<file path="src/hw/buck1_regs_pkg.sv">
/*
  Constants and carrier types for the first buck converter control register bank.
  Assumes a classic Wishbone slave with 32-bit data and a 50 MHz clock.
*/
package buck1_regs_pkg;

  // ------------------------------------------------------------
  // Register indices and byte addresses
  // ------------------------------------------------------------
  localparam logic [15:0] FAULT_HWC_INDEX = 16'h4057;
  localparam logic [15:0] ON_CONFIG_INDEX = 16'h4058;
  localparam logic [15:0] SLEEP_VOLT_INDEX = 16'h4059;
  localparam logic [15:0] IRQ_STATUS_INDEX = 16'h4060;
  localparam logic [15:0] IRQ_MASK_INDEX = 16'h4061;
  localparam logic [15:0] FREQ_INDEX = 16'h4062;
  localparam logic [17:0] FAULT_HWC_ADDR = {FAULT_HWC_INDEX, 2'b00};
  localparam logic [17:0] ON_CONFIG_ADDR = {ON_CONFIG_INDEX, 2'b00};
  localparam logic [17:0] SLEEP_VOLT_ADDR = {SLEEP_VOLT_INDEX, 2'b00};
  localparam logic [17:0] IRQ_STATUS_ADDR = {IRQ_STATUS_INDEX, 2'b00};
  localparam logic [17:0] IRQ_MASK_ADDR = {IRQ_MASK_INDEX, 2'b00};
  localparam logic [17:0] FREQ_ADDR = {FREQ_INDEX, 2'b00};

  // ------------------------------------------------------------
  // Field positions
  // ------------------------------------------------------------
  localparam int ERR_ACT_LSB = 14;
  localparam int HWC_SRC_LSB = 11;
  localparam int HWC_VSEL_BIT = 10;
  localparam int MODE_LSB = 8;
  localparam int HC_THR_LSB = 4;
  localparam int HC_ENA_BIT = 0;
  localparam int ON_SLOT_LSB = 13;
  localparam int VOLT_UPPER_LSB = 2;

  // ------------------------------------------------------------
  // Reset values and write masks
  // ------------------------------------------------------------
  localparam logic [15:0] FAULT_HWC_RESET = 16'h0300;
  localparam logic [15:0] ON_CONFIG_RESET = 16'h0100;
  localparam logic [6:0] SLEEP_VOLT_RESET = 7'h00;
  localparam logic [1:0] FREQ_RESET = 2'h0;
  localparam logic [15:0] FAULT_HWC_WMASK = 16'hDF71;
  localparam logic [15:0] ON_CONFIG_WMASK = 16'hE37F;

  // ------------------------------------------------------------
  // Voltage code limits and threshold step
  // ------------------------------------------------------------
  localparam logic [6:0] VCODE_MIN = 7'h08;
  localparam logic [6:0] VCODE_MAX = 7'h67;
  localparam logic [6:0] VCODE_4MHZ_MAX = 7'h48;
  localparam int HC_STEP_MA = 250;

  typedef enum logic [1:0] {
    ERR_IGNORE = 2'b00,
    ERR_CONV_OFF = 2'b01,
    ERR_SYS_RESET = 2'b10,
    ERR_RESERVED = 2'b11
  } err_action_t;

  typedef enum logic [1:0] {
    HWC_OFF = 2'b00,
    HWC_IN1 = 2'b01,
    HWC_IN2 = 2'b10,
    HWC_EITHER = 2'b11
  } hwc_source_t;

  typedef enum logic [1:0] {
    MODE_FCCM = 2'b00,
    MODE_AUTO_OR_OFF = 2'b01,
    MODE_LDO = 2'b10,
    MODE_HYST = 2'b11
  } op_mode_t;

  typedef enum logic [1:0] {
    FREQ_RES0 = 2'b00,
    FREQ_2MHZ = 2'b01,
    FREQ_4MHZ = 2'b10,
    FREQ_RES3 = 2'b11
  } freq_sel_t;

  typedef struct packed {
    logic cyc;
    logic stb;
    logic we;
    logic [3:0] sel;
    logic [17:0] adr;
    logic [31:0] dat;
  } wb_req_t;

  typedef struct packed {
    logic enable;
    op_mode_t mode;
    logic [6:0] voltageCode;
    logic [2:0] highCurrentThreshold;
    logic highCurrentDetectEnable;
    logic [11:0] highCurrentThresholdMa;
  } conv_ctrl_t;

endpackage : buck1_regs_pkg

</file>
<file path="src/hw/buck1_hw_control_on_config_regs.sv">
/*
  Register bank and control steering for the first buck converter.
  Assumes the sequencer, hardware control pins and converter status come from
  the same clock domain except the hardware pins, which are synchronised here.
*/
`timescale 1ns/1ns
`default_nettype none

module buck1_hw_control_on_config_regs
  import buck1_regs_pkg::*;
(
  input wire logic clk,
  input wire logic rst,
  input wire buck1_regs_pkg::wb_req_t wbReq,
  output logic [31:0] wbDatOut,
  output logic wbAck,
  input wire logic bootLoad,
  input wire logic [4:0] bootVoltageUpper,
  input wire logic [1:0] bootFrequency,
  input wire logic hwControlIn1,
  input wire logic hwControlIn2,
  input wire logic hwEnableIn1,
  input wire logic hwEnableIn2,
  input wire logic [2:0] sequencerSlot,
  input wire logic undervoltageEvent,
  input wire logic highCurrentEvent,
  output buck1_regs_pkg::conv_ctrl_t convCtrl,
  output logic converterShutdown,
  output logic systemResetReq,
  output buck1_regs_pkg::freq_sel_t switchingFrequency,
  output logic irq
);
  import buck1_regs_pkg::*;

  // ------------------------------------------------------------
  // Helpers
  // ------------------------------------------------------------
  function automatic logic [6:0] clampCode(input logic [6:0] code);
    if (code < VCODE_MIN)
    begin
      clampCode = VCODE_MIN;
    end
    else if (code > VCODE_MAX)
    begin
      clampCode = VCODE_MAX;
    end
    else
    begin
      clampCode = code;
    end
  endfunction : clampCode

  function automatic logic [15:0] mergeWrite(input logic [15:0] old, input logic [31:0] dat,
                                            input logic [3:0] sel, input logic [15:0] wmask);
    logic [15:0] byteMask;
    byteMask = {{8{sel[1]}}, {8{sel[0]}}} & wmask;
    mergeWrite = (old & ~byteMask) | (dat[15:0] & byteMask);
  endfunction : mergeWrite

  // ------------------------------------------------------------
  // Registers
  // ------------------------------------------------------------
  logic [15:0] faultHwc_ff;
  logic [15:0] onConfig_ff;
  logic [6:0] sleepVolt_ff;
  logic [1:0] irqStatus_ff;
  logic [1:0] irqMask_ff;
  logic [1:0] freq_ff;
  logic ack_ff;
  logic [31:0] rdData_ff;
  logic shutdown_ff;
  logic sysReset_ff;
  conv_ctrl_t ctrl_ff;
  logic [2:0] pinSync1_ff [4];
  logic [3:0] pinStable_ff;

  logic access;
  logic writeStb;
  logic [31:0] nxt_rdData;
  err_action_t errAction;
  hwc_source_t hwcSource;
  logic hwcActive;
  logic [2:0] onSlot;
  logic nxt_enable;
  conv_ctrl_t nxt_ctrl;

  assign access = wbReq.cyc && wbReq.stb && !ack_ff;
  assign writeStb = access && wbReq.we;
  assign errAction = err_action_t'(faultHwc_ff[ERR_ACT_LSB +: 2]);
  assign hwcSource = hwc_source_t'(faultHwc_ff[HWC_SRC_LSB +: 2]);
  assign onSlot = onConfig_ff[ON_SLOT_LSB +: 3];

  // ------------------------------------------------------------
  // Pin synchronisers
  // ------------------------------------------------------------
  // Three stages; a level is taken only once stages two and three agree
  logic [3:0] pinRaw;
  assign pinRaw = {hwEnableIn2, hwEnableIn1, hwControlIn2, hwControlIn1};

  genvar gi;
  generate
    for (gi = 0; gi < 4; gi++)
    begin : g_sync
      always_ff @(posedge clk)
      begin
        if (rst)
        begin
          pinSync1_ff[gi] <= 3'b000;
          pinStable_ff[gi] <= 1'b0;
        end
        else
        begin
          pinSync1_ff[gi] <= {pinSync1_ff[gi][1:0], pinRaw[gi]};
          if (pinSync1_ff[gi][1] == pinSync1_ff[gi][2])
          begin
            pinStable_ff[gi] <= pinSync1_ff[gi][2];
          end
        end
      end
    end
  endgenerate

  // ------------------------------------------------------------
  // Wishbone slave: one wait-free ack a cycle after the strobe
  // ------------------------------------------------------------
  always_ff @(posedge clk)
  begin
    if (rst)
    begin
      ack_ff <= 1'b0;
    end
    else
    begin
      ack_ff <= access;
    end
  end

  always_comb
  begin
    nxt_rdData = 32'h0000_0000;
    case (wbReq.adr)
      FAULT_HWC_ADDR: nxt_rdData = {16'h0000, faultHwc_ff};
      ON_CONFIG_ADDR: nxt_rdData = {16'h0000, onConfig_ff};
      SLEEP_VOLT_ADDR: nxt_rdData = {25'h0, sleepVolt_ff};
      IRQ_STATUS_ADDR: nxt_rdData = {30'h0, irqStatus_ff};
      IRQ_MASK_ADDR: nxt_rdData = {30'h0, irqMask_ff};
      FREQ_ADDR: nxt_rdData = {30'h0, freq_ff};
      default: nxt_rdData = 32'h0000_0000;
    endcase
  end

  always_ff @(posedge clk)
  begin
    if (rst)
    begin
      rdData_ff <= 32'h0000_0000;
    end
    else if (access && !wbReq.we)
    begin
      rdData_ff <= nxt_rdData;
    end
  end

  assign wbDatOut = rdData_ff;
  assign wbAck = ack_ff;

  // ------------------------------------------------------------
  // Control registers
  // ------------------------------------------------------------
  always_ff @(posedge clk)
  begin
    if (rst)
    begin
      faultHwc_ff <= FAULT_HWC_RESET;
    end
    else if (writeStb && wbReq.adr == FAULT_HWC_ADDR)
    begin
      faultHwc_ff <= mergeWrite(faultHwc_ff, wbReq.dat, wbReq.sel, FAULT_HWC_WMASK);
    end
  end

  always_ff @(posedge clk)
  begin
    if (rst)
    begin
      onConfig_ff <= ON_CONFIG_RESET;
    end
    else if (bootLoad)
    begin
      // Only the upper voltage bits survive in boot memory
      onConfig_ff[6:0] <= {bootVoltageUpper, 2'b00};
    end
    else if (writeStb && wbReq.adr == ON_CONFIG_ADDR)
    begin
      onConfig_ff <= mergeWrite(onConfig_ff, wbReq.dat, wbReq.sel, ON_CONFIG_WMASK);
    end
  end

  always_ff @(posedge clk)
  begin
    if (rst)
    begin
      sleepVolt_ff <= SLEEP_VOLT_RESET;
    end
    else if (writeStb && wbReq.adr == SLEEP_VOLT_ADDR && wbReq.sel[0])
    begin
      sleepVolt_ff <= wbReq.dat[6:0];
    end
  end

  // Bus writes are ignored here: only the boot load may set the frequency
  always_ff @(posedge clk)
  begin
    if (rst)
    begin
      freq_ff <= FREQ_RESET;
    end
    else if (bootLoad)
    begin
      freq_ff <= bootFrequency;
    end
  end
  assign switchingFrequency = freq_sel_t'(freq_ff);

  // ------------------------------------------------------------
  // Interrupts: bit 0 undervoltage, bit 1 high current
  // ------------------------------------------------------------
  always_ff @(posedge clk)
  begin
    if (rst)
    begin
      irqMask_ff <= 2'b00;
    end
    else if (writeStb && wbReq.adr == IRQ_MASK_ADDR && wbReq.sel[0])
    begin
      irqMask_ff <= wbReq.dat[1:0];
    end
  end

  always_ff @(posedge clk)
  begin
    if (rst)
    begin
      irqStatus_ff <= 2'b00;
    end
    else
    begin
      // Set beats a same-cycle write-one-to-clear
      irqStatus_ff <= (irqStatus_ff
                       & ~((writeStb && wbReq.adr == IRQ_STATUS_ADDR && wbReq.sel[0])
                           ? wbReq.dat[1:0] : 2'b00))
                      | {highCurrentEvent && faultHwc_ff[HC_ENA_BIT],
                         undervoltageEvent};
    end
  end
  // A set mask bit hides its event; after reset only undervoltage events reach the pin
  assign irq = |(irqStatus_ff & ~irqMask_ff);

  // ------------------------------------------------------------
  // Undervoltage action
  // ------------------------------------------------------------
  always_ff @(posedge clk)
  begin
    if (rst)
    begin
      shutdown_ff <= 1'b0;
      sysReset_ff <= 1'b0;
    end
    else
    begin
      sysReset_ff <= undervoltageEvent && errAction == ERR_SYS_RESET;
      if (undervoltageEvent)
      begin
        case (errAction)
          ERR_CONV_OFF: shutdown_ff <= 1'b1;
          ERR_IGNORE, ERR_RESERVED: shutdown_ff <= shutdown_ff;
          default: shutdown_ff <= shutdown_ff;
        endcase
      end
      else if (writeStb && wbReq.adr == IRQ_STATUS_ADDR && wbReq.sel[0] && wbReq.dat[0])
      begin
        // Clearing the undervoltage flag releases the latched shutdown
        shutdown_ff <= 1'b0;
      end
    end
  end
  assign converterShutdown = shutdown_ff;
  assign systemResetReq = sysReset_ff;

  // ------------------------------------------------------------
  // Converter steering
  // ------------------------------------------------------------
  always_comb
  begin
    case (hwcSource)
      HWC_IN1: hwcActive = pinStable_ff[0];
      HWC_IN2: hwcActive = pinStable_ff[1];
      HWC_EITHER: hwcActive = pinStable_ff[0] || pinStable_ff[1];
      default: hwcActive = 1'b0;
    endcase
  end

  always_comb
  begin
    case (onSlot)
      3'b000: nxt_enable = 1'b0;
      3'b110: nxt_enable = pinStable_ff[2];
      3'b111: nxt_enable = pinStable_ff[3];
      default: nxt_enable = (sequencerSlot != 3'b000) && (sequencerSlot >= onSlot);
    endcase
  end

  always_comb
  begin
    nxt_ctrl = '0;
    nxt_ctrl.highCurrentDetectEnable = faultHwc_ff[HC_ENA_BIT];
    nxt_ctrl.highCurrentThreshold = faultHwc_ff[HC_THR_LSB +: 3];
    nxt_ctrl.highCurrentThresholdMa = 12'((faultHwc_ff[HC_THR_LSB +: 3] + 1) * HC_STEP_MA);
    if (hwcActive)
    begin
      nxt_ctrl.mode = op_mode_t'(faultHwc_ff[MODE_LSB +: 2]);
      nxt_ctrl.enable = nxt_enable && nxt_ctrl.mode != MODE_AUTO_OR_OFF && !shutdown_ff;
      nxt_ctrl.voltageCode = clampCode(faultHwc_ff[HWC_VSEL_BIT] ? sleepVolt_ff
                                                                 : onConfig_ff[6:0]);
    end
    else
    begin
      nxt_ctrl.mode = op_mode_t'(onConfig_ff[MODE_LSB +: 2]);
      nxt_ctrl.enable = nxt_enable && !shutdown_ff;
      nxt_ctrl.voltageCode = clampCode(onConfig_ff[6:0]);
    end
  end

  always_ff @(posedge clk)
  begin
    if (rst)
    begin
      ctrl_ff <= '0;
    end
    else
    begin
      ctrl_ff <= nxt_ctrl;
    end
  end
  assign convCtrl = ctrl_ff;

endmodule : buck1_hw_control_on_config_regs
`default_nettype wire

</file>
<file path="config.mk">
export PLATFORM = sky130hd
export DESIGN_NAME = buck1_hw_control_on_config_regs
export DESIGN_NICKNAME = d
export VERILOG_FILES = /design/src/hw/buck1_regs_pkg.sv /design/src/hw/buck1_hw_control_on_config_regs.sv
export SDC_FILE = /design/constraint.sdc
export NUM_CORES = 1
export LEC_CHECK = 0
export ABC_AREA = 1
export BUFFER_PORTS_ARGS = -buffer_cell sky130_fd_sc_hd__buf_2
export CAP_MARGIN = 20
export CORE_ASPECT_RATIO = 0.9
export CORE_UTILIZATION = 50
export DETAILED_ROUTE_END_ITERATION = 7
export PLACE_DENSITY = 0.84
export REMOVE_ABC_BUFFERS = 1
export SLEW_MARGIN = 10
export SYNTH_ARGS = -nofsm -noshare
export SYNTH_HDL_FRONTEND = slang
export SYNTH_SLANG_ARGS = --single-unit
</file>
<file path="constraint.sdc">
create_clock -name clk -period 10.34 [get_ports clk]
set_clock_uncertainty 0.15 [all_clocks]
set_input_delay 1.034 -clock clk [delete_from_list [all_inputs] [get_ports clk]]
set_output_delay 1.034 -clock clk [all_outputs]
set_load 0.02 [all_outputs]
</file>
-- After elaboration in Yosys (flattened, before gate mapping)
Memory sizes are Yosys's and may differ from the RTL's.
Index checks and enable logic that the tools add are counted.
- logic and storage cells: 121
- memory bits (writable): 12
- flip-flop bits (word level): 110
- memories kept: 1
- output and inout bits: 64
- input port bits: 76
- magnitude comparators: 5
- $mul: 1
- $add $sub $neg: 1
- bitwise gates (word level): 18
- eq/ne operators: 19
- reduce and logical (&&, ||, !) cells: 31
- muxes and demuxes: 22
- memory list (memory ; words ; width ; read ports ; clocked after memory_dff ; wr ports ; RTL line ; source):
    pinSync1_ff ; 4 ; 3 ; 4 ; 0 ; 4 ; buck1_hw_control_on_config_regs.sv:74 ; logic [2:0] pinSync1_ff [4];
- operators by type and width (cell ; number):
    18-bit by 17-bit == test with 1-bit output (second input constant) ; 6
    16-bit one-hot mux with 6 select lines ; 1
    16-bit bitwise AND ; 4
    7-bit two-way mux ; 7
    16-bit NOT ; 2
    16-bit bitwise OR ; 2
    1-bit logical AND ; 19
    7-bit > comparator (second input constant) ; 2
    7-bit by 4-bit less-than comparator with 1-bit output (second input constant) ; 2
    3-bit two-way mux ; 4
    4-bit by 7-bit multiplier with 11-bit output (second input constant) ; 1
    10-bit two-way mux ; 1
    2-bit == test (second input constant) ; 3
    3-bit == test (second input constant) ; 2
    1-bit two-way mux ; 6
    1-bit one-hot mux with 3 select lines ; 2
    3-bit by 1-bit adder with 4-bit output (second input constant) ; 1
    2-bit bitwise AND ; 2
    1-bit == test ; 4
    2-bit by 1-bit == test with 1-bit output (second input constant) ; 2
    2-bit by 1-bit inequality test with 1-bit output (second input constant) ; 2
    2-bit NOT ; 2
    1-bit bitwise OR ; 4
    2-bit AND reduction ; 2
    10 further kinds ; 14

-- Depth between registers and ports, before layout
- word-level depth: 9
- gate-level depth with buffers: 17
- depth with buffers taken out: 17

-- Least setup slack after synthesis
No wires, ideal clock.
- path kind: register to register
- start: reg with a tool-made name
- end: reg ctrl_ff (netlist bit convCtrl[10])
- period minus slack after synthesis: 3.661 ns
- stages on the path, launching flop included: 18
- slack: 6.679 ns
- data arrival time: 3.398 ns
- cells stage by stage: dfxtp_1 > inv_1 > nor3_1 > inv_1 > fa_1 > inv_1 > fa_1 > inv_1 > ha_1 > nand3_1 > nand2_1 > nand2_1 > inv_1 > o21a_1 > a21oi_1 > nand2_1 > nand2_1 > nor2_1
- RTL lines (what ; RTL line ; source):
    end signal, assigned ; buck1_hw_control_on_config_regs.sv:342 ; ctrl_ff <= nxt_ctrl;
    end, declared ; buck1_hw_control_on_config_regs.sv:73 ; conv_ctrl_t ctrl_ff;

==> flow_metrics.py <==
metrics = {
    "die": {
        "die-area_mm2": 0.00991,
        "die_x_um": 105,
        "initial_core_util_pct": 51.9,
        "dieHeight_um": 94.5,
        "core_area_mm2": 0.00917,
        "row_count": 33,
        "io_pins": 140,
    },
    "layout": {
        "fin_area_mm2": 0.00548,
        "utilization_pct": 59.8,
        "multi_input_area_mm2": 0.00234,
        "fillers": 850,
        "syn2layout_area_growth_pct": 15.3,
        "register_area_mm2": 0.00190,
        "fin_cells": 870,
        "diodes": 0,
        "drive_above_1_share_pct": 19.5,
        "fin_nets": 844,
    },
    "synth": {
        "synth.cell_area_mm2": 0.00476,
        "ys_warn_count": 0,
        "synth_seq_cells": 95,
        "synthDominantCellAreaShare_pct": 40.0,
        "synth_top_cell_by_area": "dfxtp_1",
        "ys_seq_area_share_pct": 40.0,
        "syn_inst": 646,
        "synth.area.top_cells": "dfxtp_1, nand2_1, inv_1",
        "synth.avg_cell_area_um2": 7.36,
        "yosysUniqueCellTypes": 38,
    },
    "drt": {
        "drt_first_pass_iters": 5,
        "drtAntennaViolNets": 0,
        "dr.first_iter.drc_count": 398,
        "wl_met2_um": 5310,
        "highest-signal-layer": "met4",
        "drc_errors": 0,
        "wl_per_cell_um": 13.6,
        "wl_met1_um": 5100,
        "vias": 4522,
        "wl_met3_um": 1030,
        "vias_per_cell": 5.20,
        "drt-total-wl_um": 11800,
    },
    "setup_path": {
        "cp_cell_sequence": "inv_1, nor3_1, inv_1, fa_1, inv_1, fa_1, inv_1, ha_1, nand3_1, nand2_1, nand2_1, inv_1, o21a_1, a21oi_1, nand2_1, nand2_1, nor2_1",
        "worstPathArrival_ns": 4.43,
        "path_class": "reg2reg",
        "end_kind": "flip-flop",
        "crit_slowest_cell": "fa_1",
        "start_kind": "flip-flop",
        "crit_top_cell": "inv_1",
        "worst-endpoint-required_ns": 10.47,
        "critPathMaxFanout": 7,
        "max_stage_delay_ns": 0.68,
    },
    "sta": {
        "period_needed_ns": 4.31,
        "fin_crit_sh_pct": 41.6,
        "drv_slew": 0,
        "slew_headroom_pct": 39.4,
        "worst_pin_slew_ns": 0.909,
        "setup_slack_ns": 6.03,
        "holdWs_ns": 0.265,
        "fmax_ghz": 0.232,
        "finalHoldViolCount": 0,
        "rsz0062_at_grt": "no",
        "setup_viol_count_final": 0,
        "setup_tns_ns": 0,
    },
    "outcome": {
        "outcome": "finished, final reports clean",
    },
    "job": {
        "max_cap_violations": 0,
    },
    "placement": {
        "place_area_mm2": 0.00529,
        "dp_hpwl_um": 8800,
        "dp_cells": 854,
        "dp_slack_ns": 6.09,
        "port_buffers": 102,
        "gp_congestion": 0.937,
    },
    "clock_tree": {
        "cts_tree": "done",
        "cts_resized": 0,
        "htreeDepth": 3,
        "clock-sinks": 95,
        "cts_root_buf": "clkbuf_8",
        "worstSkewPairLatency_ns": 0.38,
        "holdBufCountCts": 0,
        "cts_buffer_depth": 2,
        "post_cts_buffers": 0,
        "numCtsBuffers": 9,
        "path_clk_slew_ns": 0.11,
    },
    "global_route": {
        "grt_remaining_overflow": 0,
        "grt_use_total_pct": 24.0,
        "grt_antenna_before_repair": 0,
        "grt_max_degree": 52,
        "grt_pass1_vias": 4076,
        "grt_pass1_wl_um": 18900,
    },
    "power_and_ir_drop": {
        "power.density_mw_per_mm2": 125,
        "cellLeakagePower_nw": 2.61,
        "irDropWorstVdd_mv": 0.0883,
        "p_total_mw": 0.687,
    },
    "hold_path": {
        "hp-class": "reg2reg",
    },
}
[cell usage after synthesis (all sizes together)]
| library cell | number |
|---|---|
| nor3 | 15 |
| buf | 28 |
| ha | 18 |
| a211oi | 7 |
| o22ai | 7 |
| nand4 | 10 |
| clkbuf | 8 |
| o21a | 1 |
| o221ai | 2 |
| nand3 | 33 |
| a31oi | 1 |
| o211ai | 9 |
| inv | 96 |
| conb | 1 |
| a32oi | 1 |
| a21oi | 45 |
| nand3b | 1 |
| dfxtp | 95 |
| xnor2 | 1 |
| nor2 | 91 |
| nor4 | 1 |
| o21ai | 46 |
| fa | 7 |
| a22oi | 1 |
| nand2 | 120 |
| o2111ai | 1 |
[power breakdown]
part           switching [mW]  leakage (nW)  internal [mW]
combinational          0.0429          1.73         0.0201
clock                   0.147         0.102          0.101
sequential            0.00373         0.773          0.373
[final timing paths]
kind                      from                end  slack, ns  depth (start not counted)
max                  flip-flop       convCtrl[10]       6.03                         17
min          pinSync1_ff[1][0]  pinSync1_ff[1][1]       0.26                          2
max reg2reg          flip-flop       convCtrl[10]       6.03                         17
min reg2reg  pinSync1_ff[1][0]  pinSync1_ff[1][1]       0.26                          2
[per-layer routing]
layer | vias up | track usage (%)
li1 | 2236 | -
met1 | 2016 | 31.9
met2 | 235 | 38.4
met3 | 35 | 4.28
met4 | 0 | 10.6
met5 | - | 0
[cell families after synthesis]
logic type               after synthesis  synth area share [%]
AND/OR/NAND/NOR                      271                  25.7
buffers and inverters                132                  12.2
AO/OA/AOI/OAI                        121                  14.2
flip-flops                            95                  40.0
adder cells (fa/ha/maj)               25                  7.68
XOR/XNOR                               1                 0.184
other                                  1                0.0788
[critical path: cells and delay by family (launching register included)]
kind / cells / cell delay [ns]
adder cells (fa/ha/maj): 3 / 1.53
AO/OA/AOI/OAI: 2 / 0.35
flip-flops: 1 / 0.58
AND/OR/NAND/NOR: 7 / 0.97
buffers and inverters: 5 / 0.62
[layout by cell type, fill, tap and decap left out, drive strengths merged, types with 10 or more instances in the layout]
cell	n
nor2	91
clkbuf	10
inv	101
dfxtp	95
nand4	10
a21oi	45
nor3	15
buf	105
o21ai	46
conb	18
nand3	33
nand2	120
ha	18
[cell type report]
class,instances,area share [%]
inverter,96,6.57
multi-input combinational,436,42.7
clock inverter,6,1.05
sequential,95,34.7
clock buffer,10,2.51
tap,122,2.78
timing repair buffer,105,9.72
No activity file was read; power rests on OpenSTA's default activity.
